--- src/core/err_bank_pkg.sv ---
package err_bank_pkg;
  // ----------------------------------------
  // status word layout
  // ----------------------------------------
  localparam int VALID_BIT = 63;
  localparam int OVERFLOW_BIT = 62;
  localparam int UNCORR_BIT = 61;
  localparam int ENABLE_BIT = 60;
  localparam int MISC_VALID_FLAG_BIT = 59;
  localparam int ADDR_VALID_FLAG_BIT = 58;
  localparam int PCC_BIT = 57;
  localparam int SIGNALED_BIT = 56;
  localparam int ACTREQ_BIT = 55;
  localparam int CODE_MSB = 15;
  localparam int CAP_SER_BIT = 24;
  localparam logic [63:0] STATUS_RESET = 64'h0;

  // ----------------------------------------
  // register offsets (word index)
  // ----------------------------------------
  localparam logic [3:0] OFF_STATUS_LO = 4'h0;
  localparam logic [3:0] OFF_STATUS_HI = 4'h1;
  localparam logic [3:0] OFF_MISC_LO = 4'h2;
  localparam logic [3:0] OFF_MISC_HI = 4'h3;
  localparam logic [3:0] OFF_ADDR_LO = 4'h4;
  localparam logic [3:0] OFF_ADDR_HI = 4'h5;
  localparam logic [3:0] OFF_CAP = 4'h6;

  typedef enum logic [2:0] {
    ERR_CORRECTED,
    ERR_NO_ACTION,
    ERR_OPT_ACTION,
    ERR_REQ_ACTION,
    ERR_FATAL
  } err_class_t;
endpackage

--- src/core/err_report_if.sv ---
`timescale 1ns/10ps
interface err_report_if;
  logic valid;
  err_bank_pkg::err_class_t err_class;
  logic [15:0] code;
  logic misc_ok;
  logic addr_ok;
  logic [63:0] misc;
  logic [63:0] addr;
  modport src(output valid, err_class, code, misc_ok, addr_ok, misc, addr);
  modport dst(input valid, err_class, code, misc_ok, addr_ok, misc, addr);
endinterface

--- src/core/err_classifier.sv ---
`timescale 1ns/10ps
module err_classifier (
  input wire logic ser_cap_in,
  input wire err_bank_pkg::err_class_t class_in,
  output logic uncorr_out,
  output logic pcc_out,
  output logic sig_out,
  output logic ar_out,
  output logic recov_out,
  output logic mce_out
);
  // ----------------------------------------
  // flag encoding per class
  // ----------------------------------------
  always_comb begin
    uncorr_out = 1'b0;
    pcc_out = 1'b0;
    sig_out = 1'b0;
    ar_out = 1'b0;
    recov_out = 1'b0;
    case (class_in)
      // [RQ9] no action class
      err_bank_pkg::ERR_NO_ACTION: begin
        uncorr_out = 1'b1;
        recov_out = 1'b1;
      end
      // [RQ10] optional action class
      err_bank_pkg::ERR_OPT_ACTION: begin
        uncorr_out = 1'b1;
        sig_out = 1'b1;
        recov_out = 1'b1;
      end
      // [RQ11] required action class
      err_bank_pkg::ERR_REQ_ACTION: begin
        uncorr_out = 1'b1;
        sig_out = 1'b1;
        ar_out = 1'b1;
        recov_out = 1'b1;
      end
      err_bank_pkg::ERR_FATAL: begin
        uncorr_out = 1'b1;
        pcc_out = 1'b1;
      end
      default: begin
        uncorr_out = 1'b0;
      end
    endcase
    // without recovery support the recoverable classes fall back to plain fatal
    if (!ser_cap_in && recov_out) begin
      pcc_out = 1'b1;
      recov_out = 1'b0;
    end
    // [RQ8] flags only with capability
    if (!ser_cap_in) begin
      sig_out = 1'b0;
      ar_out = 1'b0;
    end
    // [RQ3] exception versus corrected path
    mce_out = pcc_out | sig_out;
  end
endmodule

--- src/core/err_bank.sv ---
`timescale 1ns/10ps
// How it works
// [RQ1] capability bit 24 reads one when recovery support is built in.
// [RQ2] recoverable error logs valid, uncorrected set and context corrupt clear.
// [RQ3] recoverable errors go to corrected interrupt or exception by class.
// [RQ4] misc and address valid only when those registers hold data.
// [RQ5] signaled bit 56 set when an exception is raised; the code sets it only for the optional and required action classes.
// [RQ6] action required bit 55 set for the required action class.
// [RQ7] hardware never clears signaled or action required; software or reset does.
// [RQ8] signaled and action required only set with recovery support.
// [RQ9] no action class: uncorrected only, reported as corrected, no exception; the code also sets enable bit 60 for it.
// [RQ10] optional class: uncorrected, signaled, enable set; raises exception.
// [RQ11] required class: uncorrected, signaled, enable, action required set.
// [RQ12] uncorrected logs set valid and enable; empty bank leaves overflow clear.
// [RQ13] recoverable replaces corrected; corrected never replaces recoverable.
// [RQ14] fatal overwrites recoverable; merged result has context corrupt set.
// [RQ15] a second recoverable error keeps the first one's information.
// [RQ16] corrected error after recoverable does not replace it.
// [RQ17] any error into a valid bank sets overflow.
// [RQ18] second error never clears signaled or action required.
// [RQ19] merged recoverable errors OR their signaled and action required.
// [RQ20] software writes zero to status to empty the bank.
module err_bank #(
  parameter bit SER_SUPPORTED = 1'b1,
  parameter logic [7:0] BANK_COUNT = 8'h01
) (
  input wire logic sys_clk_in,
  input wire logic rst_in,
  input wire logic err_valid_in,
  input wire err_bank_pkg::err_class_t err_class_in,
  input wire logic [15:0] err_code_in,
  input wire logic misc_ok_in,
  input wire logic addr_ok_in,
  input wire logic [63:0] misc_data_in,
  input wire logic [63:0] addr_data_in,
  input wire logic [3:0] reg_addr_in,
  input wire logic [31:0] reg_wdata_in,
  input wire logic reg_wr_in,
  input wire logic reg_rd_in,
  output logic [31:0] reg_rdata_out,
  output logic mce_out,
  output logic cmc_out
);
  // ----------------------------------------
  // registers
  // ----------------------------------------
  logic [63:0] status_reg;
  logic [63:0] status_next;
  logic [63:0] misc_reg;
  logic [63:0] addr_reg;
  logic [31:0] rdata_reg;
  logic mce_reg;
  logic cmc_reg;
  logic take_new;
  logic [63:0] cap_word;

  err_report_if rpt ();

  assign rpt.valid = err_valid_in;
  assign rpt.err_class = err_class_in;
  assign rpt.code = err_code_in;
  assign rpt.misc_ok = misc_ok_in;
  assign rpt.addr_ok = addr_ok_in;
  assign rpt.misc = misc_data_in;
  assign rpt.addr = addr_data_in;

  logic n_uc;
  logic n_pcc;
  logic n_sig;
  logic n_ar;
  logic n_recov;
  logic n_mce;

  err_classifier u_cls (
    .ser_cap_in(SER_SUPPORTED),
    .class_in(rpt.err_class),
    .uncorr_out(n_uc),
    .pcc_out(n_pcc),
    .sig_out(n_sig),
    .ar_out(n_ar),
    .recov_out(n_recov),
    .mce_out(n_mce)
  );

  // ----------------------------------------
  // capability word
  // ----------------------------------------
  // [RQ1] recovery capability bit
  always_comb begin
    cap_word = 64'h0;
    cap_word[7:0] = BANK_COUNT;
    cap_word[err_bank_pkg::CAP_SER_BIT] = SER_SUPPORTED;
  end

  // ----------------------------------------
  // overwrite decision and merge
  // ----------------------------------------
  logic old_valid;
  logic old_uc;
  logic old_pcc;
  logic [63:0] fresh;

  assign old_valid = status_reg[err_bank_pkg::VALID_BIT];
  assign old_uc = status_reg[err_bank_pkg::UNCORR_BIT];
  assign old_pcc = status_reg[err_bank_pkg::PCC_BIT];

  always_comb begin
    fresh = 64'h0;
    // [RQ12] valid and enable on uncorrected logs
    fresh[err_bank_pkg::VALID_BIT] = 1'b1;
    fresh[err_bank_pkg::ENABLE_BIT] = n_uc;
    // [RQ2] recoverable encoding
    fresh[err_bank_pkg::UNCORR_BIT] = n_uc;
    fresh[err_bank_pkg::PCC_BIT] = n_pcc;
    // [RQ4] companion data valid flags
    fresh[err_bank_pkg::MISC_VALID_FLAG_BIT] = rpt.misc_ok;
    fresh[err_bank_pkg::ADDR_VALID_FLAG_BIT] = rpt.addr_ok;
    // [RQ5] signaled for optional and required action classes only; fatal raises an exception with it clear
    fresh[err_bank_pkg::SIGNALED_BIT] = n_sig;
    // [RQ6] action required bit
    fresh[err_bank_pkg::ACTREQ_BIT] = n_ar;
    fresh[err_bank_pkg::CODE_MSB:0] = rpt.code;
  end

  always_comb begin
    take_new = 1'b0;
    if (!old_valid) begin
      take_new = 1'b1;
    end else if (n_pcc && !old_pcc) begin
      // [RQ14] fatal overwrites recoverable
      take_new = 1'b1;
    end else if (n_uc && !old_uc) begin
      // [RQ13] recoverable replaces corrected
      take_new = 1'b1;
    end else begin
      // [RQ15] keep first recoverable error
      // [RQ16] corrected never replaces recoverable
      take_new = 1'b0;
    end
  end

  always_comb begin
    status_next = status_reg;
    if (rpt.valid) begin
      if (take_new) begin
        status_next = fresh;
      end
      // [RQ17] overflow on occupied bank
      status_next[err_bank_pkg::OVERFLOW_BIT] = old_valid;
      // [RQ18] sticky flags survive a second error
      // [RQ19] merge by OR of signaled and action required
      status_next[err_bank_pkg::SIGNALED_BIT] =
        status_reg[err_bank_pkg::SIGNALED_BIT] | n_sig;
      status_next[err_bank_pkg::ACTREQ_BIT] =
        status_reg[err_bank_pkg::ACTREQ_BIT] | n_ar;
      // [RQ19] merged recoverable stays uncorrected
      status_next[err_bank_pkg::UNCORR_BIT] = old_uc | n_uc;
      // [RQ14] merge with fatal keeps context corrupt
      status_next[err_bank_pkg::PCC_BIT] = old_pcc | n_pcc;
    end
  end

  // ----------------------------------------
  // status register
  // ----------------------------------------
  // software writes land after hardware merge so a write of zero empties the bank;
  // a same-cycle error is then dropped, which software sees as a lost log
  always_ff @(posedge sys_clk_in or posedge rst_in) begin
    if (rst_in) begin
      status_reg <= err_bank_pkg::STATUS_RESET;
    end else if (reg_wr_in && reg_addr_in == err_bank_pkg::OFF_STATUS_LO) begin
      // [RQ7] low word write leaves the sticky flags, which only a high word write clears
      status_reg[31:0] <= reg_wdata_in;
    end else if (reg_wr_in && reg_addr_in == err_bank_pkg::OFF_STATUS_HI) begin
      // [RQ20] software write empties bank
      status_reg[63:32] <= reg_wdata_in;
    end else begin
      // [RQ7] hardware path only ORs sticky flags
      status_reg <= status_next;
    end
  end

  // ----------------------------------------
  // companion registers
  // ----------------------------------------
  always_ff @(posedge sys_clk_in or posedge rst_in) begin
    if (rst_in) begin
      misc_reg <= 64'h0;
      addr_reg <= 64'h0;
    end else if (rpt.valid && take_new) begin
      // [RQ4] capture only held data
      if (rpt.misc_ok) begin
        misc_reg <= rpt.misc;
      end
      if (rpt.addr_ok) begin
        addr_reg <= rpt.addr;
      end
    end
  end

  // ----------------------------------------
  // signalling
  // ----------------------------------------
  // [RQ3] route by class
  always_ff @(posedge sys_clk_in or posedge rst_in) begin
    if (rst_in) begin
      mce_reg <= 1'b0;
      cmc_reg <= 1'b0;
    end else begin
      mce_reg <= rpt.valid & n_mce;
      cmc_reg <= rpt.valid & ~n_mce;
    end
  end

  assign mce_out = mce_reg;
  assign cmc_out = cmc_reg;

  // ----------------------------------------
  // read port
  // ----------------------------------------
  always_ff @(posedge sys_clk_in or posedge rst_in) begin
    if (rst_in) begin
      rdata_reg <= 32'h0;
    end else if (reg_rd_in) begin
      case (reg_addr_in)
        err_bank_pkg::OFF_STATUS_LO: rdata_reg <= status_reg[31:0];
        err_bank_pkg::OFF_STATUS_HI: rdata_reg <= status_reg[63:32];
        err_bank_pkg::OFF_MISC_LO: rdata_reg <= misc_reg[31:0];
        err_bank_pkg::OFF_MISC_HI: rdata_reg <= misc_reg[63:32];
        err_bank_pkg::OFF_ADDR_LO: rdata_reg <= addr_reg[31:0];
        err_bank_pkg::OFF_ADDR_HI: rdata_reg <= addr_reg[63:32];
        err_bank_pkg::OFF_CAP: rdata_reg <= cap_word[31:0];
        default: rdata_reg <= 32'h0;
      endcase
    end else begin
      rdata_reg <= 32'h0;
    end
  end

  assign reg_rdata_out = rdata_reg;
endmodule

--- config.mk ---
export PLATFORM = sky130hd
export DESIGN_NAME = err_bank
export DESIGN_NICKNAME = d
export VERILOG_FILES = /design/src/core/err_bank_pkg.sv /design/src/core/err_report_if.sv /design/src/core/err_classifier.sv /design/src/core/err_bank.sv
export SDC_FILE = /design/constraint.sdc
export NUM_CORES = 1
export LEC_CHECK = 0
export BUFFER_PORTS_ARGS = -buffer_cell sky130_fd_sc_hd__buf_4
export CAP_MARGIN = 25
export CORE_UTILIZATION = 54
export DETAILED_ROUTE_END_ITERATION = 16
export PLACE_DENSITY = 0.9
export SYNTH_ARGS = -nofsm -noshare
export SYNTH_HDL_FRONTEND = slang
export SYNTH_SLANG_ARGS = --single-unit
export TNS_END_PERCENT = 100
--- constraint.sdc ---
create_clock -name sys_clk_in -period 9.2 [get_ports sys_clk_in]
set_input_delay 0.46 -clock sys_clk_in [delete_from_list [all_inputs] [get_ports sys_clk_in]]
set_output_delay 0.46 -clock sys_clk_in [all_outputs]
set_load 0.005 [all_outputs]
==> impl_metrics.json, run 1 <==
{
  "cts_buffer_depth": 3,
  "slew_violations": 0,
  "crit_fanout": 39,
  "cap_violations": 0,
  "min_path_type": "in -> async",
  "hold_violations": 0,
  "fin_crit_sh_pct": 33.9,
  "post_synth.cell_area_avg_um2": 13.8,
  "worstPathArrival_ns": 3.51,
  "numCtsBuffers": 24,
  "fp-row-count": 48,
  "p_int_mw": 2.21,
  "final_cells": 1145,
  "postCtsHoldBufs": 0,
  "cts_tree": "yes",
  "fin_area_um2": 12200,
  "crit_path_end_kind": "register",
  "relSlewSlack_pct": 27.9,
  "max_freq_mhz": 321,
  "max-vdd-ir-drop_uv": 181,
  "status": "finished clean",
  "power_frac_seq_pct": 50.9,
  "fin_crit_ns": 3.11,
  "synth-edff-count": 0,
  "synth_nets": 894,
  "place_ws_ns": 5.42,
  "clk_pin_slew_ns": 0.06,
  "start_util_pct": 55.6,
  "ys_seq_area_share_pct": 58.4,
  "grt_overflow": 0,
  "grt_pass1_wl_um": 40800,
  "path_cells": "buf_4, or3b_1, nor2_4, o31a_1, buf_8, mux2_2",
  "switchingPower_uw": 810,
  "synth_cell_types": 39,
  "syn_inst": 704,
  "place.gp.congestion": 0.838,
  "gr-usage-all-layers_pct": 29.3,
  "die_w_um": 136,
  "antenna_cells": 0,
  "top_level_ports": 224,
  "combPwrFrac_pct": 18.1,
  "final_nets": 1094,
  "area_growth_pct": 26.1,
  "drt_wl_total_um": 26400,
  "dpl.cell_count": 1101,
  "cts_resized": 0,
  "drt_first_pass_iters": 6,
  "post_cts_buffers": 0,
  "setup_viol": 0,
  "cts_sinks": 226,
  "skew_ns": 0.00844,
  "portBuffers": 223,
  "syn-cell-area_um2": 9690,
  "slowest_delay_ns": 0.89,
  "final_layout_size_suffix_gt1_share_pct": 34.3,
  "crit_path_start_kind": "input pin",
  "antenna_left": 0,
  "ys.flop_type": "dfrtp_1",
  "clock_latency_ns": 0.51,
  "antenna_found_initial": 0,
  "drc": 0,
  "dp_hpwl_um": 18100,
  "drt_iter0_drc": 641,
  "grt_pass1_vias": 7482,
  "yosysWarnings": 0,
  "tns_ns": 0,
  "power_leakage_nw": 5.66,
  "swShare_pct": 26.8,
  "rsz0062_at_grt": "no",
  "fp.dieH_um": 136,
  "async_reset_ff_share_pct": 100,
  "pwr-share-clk_pct": 31.0,
  "cts.root.buffer_cell": "clkbuf_16",
  "path_class": "in -> reg",
  "cts_max_level": 1,
  "ys_ff_latch": 226,
  "routed_via_density": 6.27,
  "wire_per_inst_um": 23.1,
  "via_count": 7179,
  "die_area_um2": 18500,
  "worstMarginPinSlew_ns": 1.08,
  "grt_start_max_net_pins": 99,
  "placedInstanceArea_um2": 11400,
  "worstPathRequired_ns": 9.59,
  "critPathSlowestCell": "nor2_4",
  "fin_ws_ns": 6.09,
  "power.density_nw_per_um2": 247,
  "coreArea_um2": 17400
}
==> Yosys cell counts, types with 2 or more instances <==
| cell type | count | area share [%] |
|---|---|---|
| nor2b_1 | 5 | 0.32 |
| a21oi_1 | 38 | 2.0 |
| o2bb2ai_1 | 21 | 1.9 |
| nor4b_1 | 2 | 0.18 |
| a22oi_1 | 29 | 2.2 |
| buf_6 | 14 | 1.6 |
| clkbuf_1 | 32 | 1.2 |
| buf_4 | 6 | 0.46 |
| buf_2 | 11 | 0.57 |
| inv_1 | 7 | 0.27 |
| nor2_1 | 8 | 0.31 |
| a222oi_1 | 31 | 3.2 |
| nor3_1 | 3 | 0.15 |
| dfrtp_1 | 226 | 58 |
| o21ai_0 | 19 | 0.98 |
| nand3_1 | 7 | 0.36 |
| mux2_1 | 122 | 14 |
| mux2_2 | 28 | 3.3 |
| o22a_1 | 4 | 0.36 |
| nand3b_1 | 3 | 0.23 |
| a22o_1 | 70 | 6.3 |
==> stage by stage <==
step	total power [mW]	utilization [%]	hold WS, ns
2_1_floorplan	1.87	-	0.459
3_3_place_gp	2.04	65.5	0.471
3_5_place_dp	2.09	65.5	0.481
4_1_cts	3.03	69.9	0.0770
5_1_grt	3.16	70.2	0.106
6_report	3.02	70.2	0.0401
==> critical path: cells and delay by family <==
family          cells  cell delay (ns)
compound gates      1             0.64
buf+inv             2             0.41
mux                 1             0.34
simple gates        2             1.62
==> layout by cell type (no fill, tap or decap), types with 2 or more instances in the layout <==
cell type and instances:
a222oi_1 31, a22o_1 70, buf_4 236, nor2_1 7, clkbuf_8 3, nor3_2 2, clkinv_2 7, mux2_2 28
inv_1 6, mux2_1 122, clkbuf_16 25, o22a_1 4, nand3b_1 3, a22oi_1 29, nor2b_2 3, clkbuf_1 5
o21ai_0 19, nand3_1 7, nor2b_1 2, o2bb2ai_1 21, dfrtp_1 226, nor2_4 2, a21oi_1 38
==> final cells by class <==
type / count / area [µm²]
clock buffer: 33 / 686
clock inverter: 9 / 81.3
fill: 1204 / 5200
inverter: 7 / 33.8
multi-input combinational: 407 / 3670
sequential: 226 / 5660
tap: 225 / 282
timing repair buffer: 238 / 1810
==> cells by family (layout without fill, tap and decap cells) <==
kind of cell / count (synthesis) / in the layout / synth area share (%)
compound gates: 220 / 220 / 17.7
buf+inv: 71 / 287 / 4.22
flops: 226 / 226 / 58.4
mux: 150 / 150 / 17.4
simple gates: 37 / 37 / 2.25
==> worst paths after layout <==
kind | slack, ns | cells past startpoint | from | endpoint
min in group sys_clk_in | 0.16 | 2 | misc_data_in[42] | misc_reg[42]
worst min-delay path | 0.04 | 2 | rst_in | reg_rdata_out[21]
worst min register to register | 0.49 | 1 | addr_reg[33] | addr_reg[33]
worst max-delay path | 6.09 | 6 | reg_addr_in[2] | status_reg[59]
max in group asynchronous | 7.50 | 5 | rst_in | status_reg[16]
worst max register to register | 6.31 | 5 | status_reg[63] | addr_reg[59]
==> metal layers <==
metal | global-route usage, % | share of wire, % | up-vias
met4 | 12.3 | 4.3 | 0
met3 | 7.20 | 9.3 | 78
met5 | 0 | 0 | -
li1 | - | - | 3110
met1 | 38.3 | 39 | 3626
met2 | 46.7 | 48 | 365
==> power by group through the flow <==
stage	Clock [mW]	Sequential, mW	Combinational (mW)
4_1_cts	0.945	1.53	0.548
6_report	0.936	1.54	0.548
5_1_grt	0.984	1.58	0.602
3_3_place_gp	0	1.53	0.512
2_1_floorplan	0	1.48	0.392
3_5_place_dp	0	1.55	0.542
Note: power is estimated with default switching activity, not from simulation.
==> inputs of run 2 (changes only) <==
Settings changed: ABC_AREA from default to 1, CORE_UTILIZATION 54 to 49, PLACE_DENSITY 0.9 to 0.86.
Clock period 9.2 ns to 2.78 ns, I/O delays scaled along.
==> impl_metrics.json, run 2 <==
{
  "finish.utilization_pct": 71.9,
  "rsz0062_at_grt": "no",
  "synth_top_cell_by_area": "dfrtp_1",
  "post_cts_buffers": 0,
  "post_synth.cell_area_avg_um2": 7.93,
  "ys_seq_area_share_pct": 54.7,
  "yosys.area.top_type_share_pct": 54.7,
  "worstPathRequired_ns": 3.17,
  "clk_pin_slew_ns": 0.07,
  "cts_tree": "yes",
  "skew_ns": 0.0102,
  "antenna_found_initial": 1,
  "cts_buffer_depth": 3,
  "antenna_cells": 0,
  "fin_ws_ns": 0.752,
  "syn-cell-area_um2": 10300,
  "path_cells": "dlygate4sd3_1, buf_4, nor2_2, nand2_1, nand2_2, nand2_2, nand2_2, nand3_4, buf_12, nor2_1, a21oi_1",
  "die_w_um": 147,
  "worstMarginPinSlew_ns": 0.758,
  "min_path_type": "in -> reg",
  "cts_max_level": 1,
  "synthAdderAreaFrac_pct": 0,
  "layout_commonest_cell": "nand2_1",
  "synthTopCellsByArea": "dfrtp_1, nand2_1, inv_1",
  "synth_top_family_by_area": "simple AND/OR/NAND/NOR gates",
  "synthSimpleGateAreaFrac_pct": 25.0,
  "drt_wl_total_um": 34900,
  "antenna_left": 0,
  "power_leakage_nw": 7.85,
  "cap_violations": 0,
  "status": "finished clean",
  "slowest_delay_ns": 0.55,
  "fin_crit_sh_pct": 72.9,
  "clock_latency_ns": 0.51,
  "path_class": "in -> reg",
  "grt_overflow": 0,
  "synth_most_common_cell": "nand2_1",
  "max_freq_mhz": 493,
  "setup_viol": 0,
  "cts_sinks": 226,
  "synth-edff-count": 0,
  "relSlewSlack_pct": 49.4,
  "ys.flop_type": "dfrtp_1",
  "power_mw": 10.6,
  "synth_cell_types": 27,
  "drc": 0,
  "syn_inst": 1303,
  "grt_pass1_wl_um": 54100,
  "wire_per_inst_um": 17.8,
  "final_cell_mix": "nand2_1, buf_4, dfrtp_1",
  "portBuffers": 223,
  "place.gp.congestion": 0.922,
  "final_nets": 1859,
  "worstPathArrival_ns": 2.42,
  "slew_violations": 0,
  "final_layout_size_suffix_gt1_share_pct": 18.1,
  "crit_path_end_kind": "register",
  "critPathSlowestCell": "dlygate4sd3_1",
  "max-vdd-ir-drop_uv": 443,
  "gr-usage-all-layers_pct": 32.3,
  "rrSetupSlack_ns": 0.77,
  "dp_hpwl_um": 21700,
  "hold_violations": 0,
  "synth_nets": 1493,
  "routed_via_density": 5.28,
  "fp.dieH_um": 147,
  "cts.root.buffer_cell": "clkbuf_16",
  "place_ws_ns": 0.697,
  "synth_xor_xnor_area_share_pct": 0,
  "drt_iter0_drc": 890,
  "fp-row-count": 52,
  "numCtsBuffers": 23,
  "yosysWarnings": 0,
  "synth-compound-area-share_pct": 10.3,
  "ys_ff_latch": 226,
  "die_area_um2": 21700,
  "area_growth_pct": 42.1,
  "crit_path_start_kind": "input pin",
  "crit_fanout": 39,
  "coreArea_um2": 20400,
  "grt_start_max_net_pins": 59,
  "start_util_pct": 50.6,
  "grt_pass1_vias": 10437,
  "top_level_ports": 224,
  "fin_crit_ns": 2.03,
  "synthTopCellsByCount": "nand2_1, dfrtp_1, inv_1",
  "power.density_nw_per_um2": 725,
  "drt_first_pass_iters": 5,
  "via_count": 10325,
  "crit_path_frequent_cell": "nand2_2",
  "synth_mux_area_share_pct": 0,
  "async_reset_ff_share_pct": 100
}
[run 2: changes by cell type in the layout (fill, tap and decap cells not counted), moves of 28 or more]
| cell | before | now |
|---|---|---|
| a222oi_1 | 31 | 0 |
| a22o_1 | 70 | 0 |
| dlygate4sd3_1 | 0 | 166 |
| inv_1 | 6 | 169 |
| mux2_1 | 122 | 0 |
| mux2_2 | 28 | 0 |
| nand2_1 | 1 | 414 |
| nand3_1 | 7 | 117 |
| nor2_1 | 7 | 76 |
| o21ai_1 | 0 | 103 |
[run 2: metal layers]
layer / wire length, µm / global-route usage (%) / up-vias / part of all wire [%]
li1: - / - / 4789 / -
met1: 12900 / 39.3 / 4876 / 37
met2: 18100 / 57.5 / 561 / 52
met3: 2450 / 3.98 / 97 / 7.0
met4: 1460 / 13.7 / 2 / 4.2
met5: 13 / 0 / - / 0.037
[run 2: per-stage QoR]
stage	setup TNS, ns	instances	hold slack (ns)	cell area, µm²
final	0	1954	0.0176	14700
after global routing	0	1954	0.0405	14700
after CTS	0	1954	0.00334	14700
after detailed placement	0	1748	0.288	12200
after global placement	0	1748	0.303	12200
after floorplan	-70.29	1303	0.256	10300
[run 2: path summary, 6_finish.rpt]
kind | startpoint | to | cells past startpoint
setup reg to reg | status_reg[57] | misc_reg[56] | 9
hold / removal | misc_ok_in | status_reg[59] | 5
setup / recovery | err_class_in[1] | misc_reg[56] | 11
min in group asynchronous | rst_in | addr_reg[35] | 3
max in group asynchronous | rst_in | status_reg[50] | 4
hold reg to reg | status_reg[40] | status_reg[40] | 2
[run 2: power breakdown]
part / total [mW] / leakage [nW] / internal [mW] / switching, mW
registers: 5.12 / 2.86 / 4.46 / 0.662
clock network: 3.19 / 0.373 / 1.89 / 1.30
logic: 2.32 / 4.62 / 1.06 / 1.27
total: 10.6 / 7.85 / 7.41 / 3.23
[run 2: cells by family after synthesis]
logic type             count (synthesis)
AO/OA/AOI/OAI                        207
buffers and inverters                245
flip-flops                           226
AND/OR/NAND/NOR                      625
[run 2: final cells by class]
class	count	area (µm²)
clock buffers	32	679
inverters	175	661
well taps	270	338
fillers	1441	5750
repair buffers	411	3580
clock inverters	8	104
multi-input cells	832	3670
flip-flops and latches	226	5660
[run 2: timing repair]
action / 4_1_cts / 5_1_grt
hold buffers: 166 / 0
resized for setup: 0 / 0
endpoints found under the hold margin: 214 / 0
[run 2: worst max-delay path, delay by kind of cell]
kind | cells | cell delay (ns)
buffers and inverters | 3 | 1.07
AND/OR/NAND/NOR | 7 | 1.13
AO/OA/AOI/OAI | 1 | 0.06
==> inputs of run 3 (changes only) <==
Clock period 2.78 ns to 1.7 ns, I/O delays scaled along.
==> impl_metrics.json, run 3 (synthesized netlist as in run 2, its figures left out) <==
{
  "cap_violations": 0,
  "cts.root.buffer_cell": "clkbuf_16",
  "setup_viol": 0,
  "via_count": 10811,
  "fin_crit_ns": 1.67,
  "status": "finished clean",
  "slew_violations": 0,
  "portBuffers": 223,
  "cts_max_level": 1,
  "final_cell_mix": "nand2_1, buf_4, dfrtp_1",
  "wire_per_inst_um": 19.1,
  "antenna_found_initial": 3,
  "fp.dieH_um": 147,
  "routed_via_density": 5.45,
  "relSlewSlack_pct": 61.5,
  "final_nets": 1886,
  "path_cells": "dlygate4sd3_1, buf_4, nor2_2, nand2_2, nand2_2, nand2_2, nand3_1, nand3_4, nand2_1, o21ai_0",
  "numCtsBuffers": 24,
  "coreArea_um2": 20400,
  "gr-usage-all-layers_pct": 35.1,
  "grt_pass1_wl_um": 58600,
  "crit_fanout": 27,
  "drt_iter0_drc": 1170,
  "slowest_delay_ns": 0.58,
  "skew_ns": 0.0138,
  "path_class": "in -> reg",
  "combPwrFrac_pct": 22.3,
  "clock_latency_ns": 0.52,
  "cts_sinks": 226,
  "area_growth_pct": 46.2,
  "worstPathArrival_ns": 2.06,
  "min_from": "err_code_in[3]",
  "crit_path_start_kind": "input pin",
  "crit_path_end_kind": "register",
  "power_mw": 18.0,
  "grt_overflow": 0,
  "drc": 0,
  "max-vdd-ir-drop_uv": 719,
  "antenna_left": 0,
  "dp_hpwl_um": 21800,
  "max_freq_mhz": 599,
  "cts_tree": "yes",
  "die_w_um": 147,
  "drt_wl_total_um": 37800,
  "grt_start_max_net_pins": 103,
  "worstPathRequired_ns": 2.09,
  "start_util_pct": 50.6,
  "crit_path_frequent_cell": "nand2_2",
  "worstMarginPinSlew_ns": 0.577,
  "swShare_pct": 30.1,
  "fp-row-count": 52,
  "min_path_type": "in -> reg",
  "holdWs_ns": 0.00913,
  "power_frac_seq_pct": 46.5,
  "layout_commonest_cell": "nand2_1",
  "hold_violations": 0,
  "p_int_mw": 12.6,
  "die_area_um2": 21700,
  "final_layout_size_suffix_gt1_share_pct": 18.8,
  "drt_first_pass_iters": 6,
  "power.density_nw_per_um2": 1190,
  "clk_pin_slew_ns": 0.06,
  "switchingPower_mw": 5.41,
  "power_leakage_nw": 8.05,
  "grt_pass1_vias": 11076,
  "cts_buffer_depth": 3,
  "rsz0062_at_grt": "yes",
  "top_level_ports": 224,
  "cp-startpoint": "err_class_in[1]",
  "fin_crit_sh_pct": 98.2,
  "reg2reg_from": "status_reg[57]",
  "critPathSlowestCell": "dlygate4sd3_1",
  "pwr-share-clk_pct": 31.2,
  "place.gp.congestion": 0.912
}
-- run 3: cell types whose count changed in the layout (fill, tap and decap cells not counted), moves of 3 or more --
cell           before  now
dlygate4sd3_1     166  180
buf_4             239  244
buf_12              6   10
clkinvlp_4          5    1
nor2_1             76   72
nor2_2              2    6
clkbuf_16          23   26
diode_2             0    3
-- run 3: metrics by stage --
| step | util [%] | instances | setup slack [ns] | area [µm²] | setup TNS [ns] |
|---|---|---|---|---|---|
| after global placement | 60.7 | 1759 | 0.182 | 12400 | 0 |
| after detailed placement | 60.7 | 1759 | 0.0983 | 12400 | 0 |
| after CTS | 73.7 | 1981 | 0.00282 | 15100 | 0 |
| after floorplan | - | 1303 | -1.34 | 10300 | -302.16 |
| after global routing | 73.9 | 1983 | -0.0401 | 15100 | -0.139 |
| final | 73.9 | 1984 | 0.0307 | 15100 | 0 |
-- run 3: worst paths after layout --
check | cells past startpoint | slack, ns | end
max reg2reg | 9 | 0.08 | misc_reg[3]
min in group asynchronous | 4 | 0.28 | addr_reg[35]
max in group asynchronous | 4 | 0.91 | misc_reg[16]
max | 10 | 0.03 | status_reg[53]
min reg2reg | 2 | 0.48 | status_reg[46]
min | 7 | 0.009 | status_reg[3]
-- run 3: critical path: cells and delay by family --
kind,cells,cell delay [ns]
buffers and inverters,2,0.75
AOI/OAI and AO/OA,1,0.09
and+or+nand+nor,7,1.13
-- run 3: power groups by stage --
stage,combinational (mW),clock (mW),sequential (mW)
2_1_floorplan,2.30,0,8.07
3_3_place_gp,3.28,0,8.28
3_5_place_dp,3.46,0,8.33
4_1_cts,3.84,5.61,8.28
5_1_grt,4.45,5.86,8.52
6_report,4.00,5.62,8.36
-- run 3: area by class of cell --
class / instances / area (µm²)
Inverter: 175 / 661
Tap cell: 270 / 338
Clock buffer: 36 / 747
Sequential cell: 226 / 5660
Timing Repair Buffer: 437 / 3910
Clock inverter: 5 / 100
Fill cell: 1355 / 5320
Multi-Input combinational cell: 832 / 3680
Antenna cell: 3 / 7.51
-- run 3: metal layers --
layer | GRT usage, % | up-vias | part of all wire (%)
met3 | 5.25 | 187 | 7.4
met1 | 41.2 | 5092 | 36
met2 | 60.6 | 676 | 50
met5 | 0 | - | 0.040
li1 | - | 4854 | -
met4 | 21.6 | 2 | 6.9
-- run 3: what timing repair did --
action	in CTS	in global routing
setup buffers	0	0
endpoints found under the hold margin	420	0
setup endpoints to repair	0	94
gates resized for setup	0	8
hold buffers	181	0
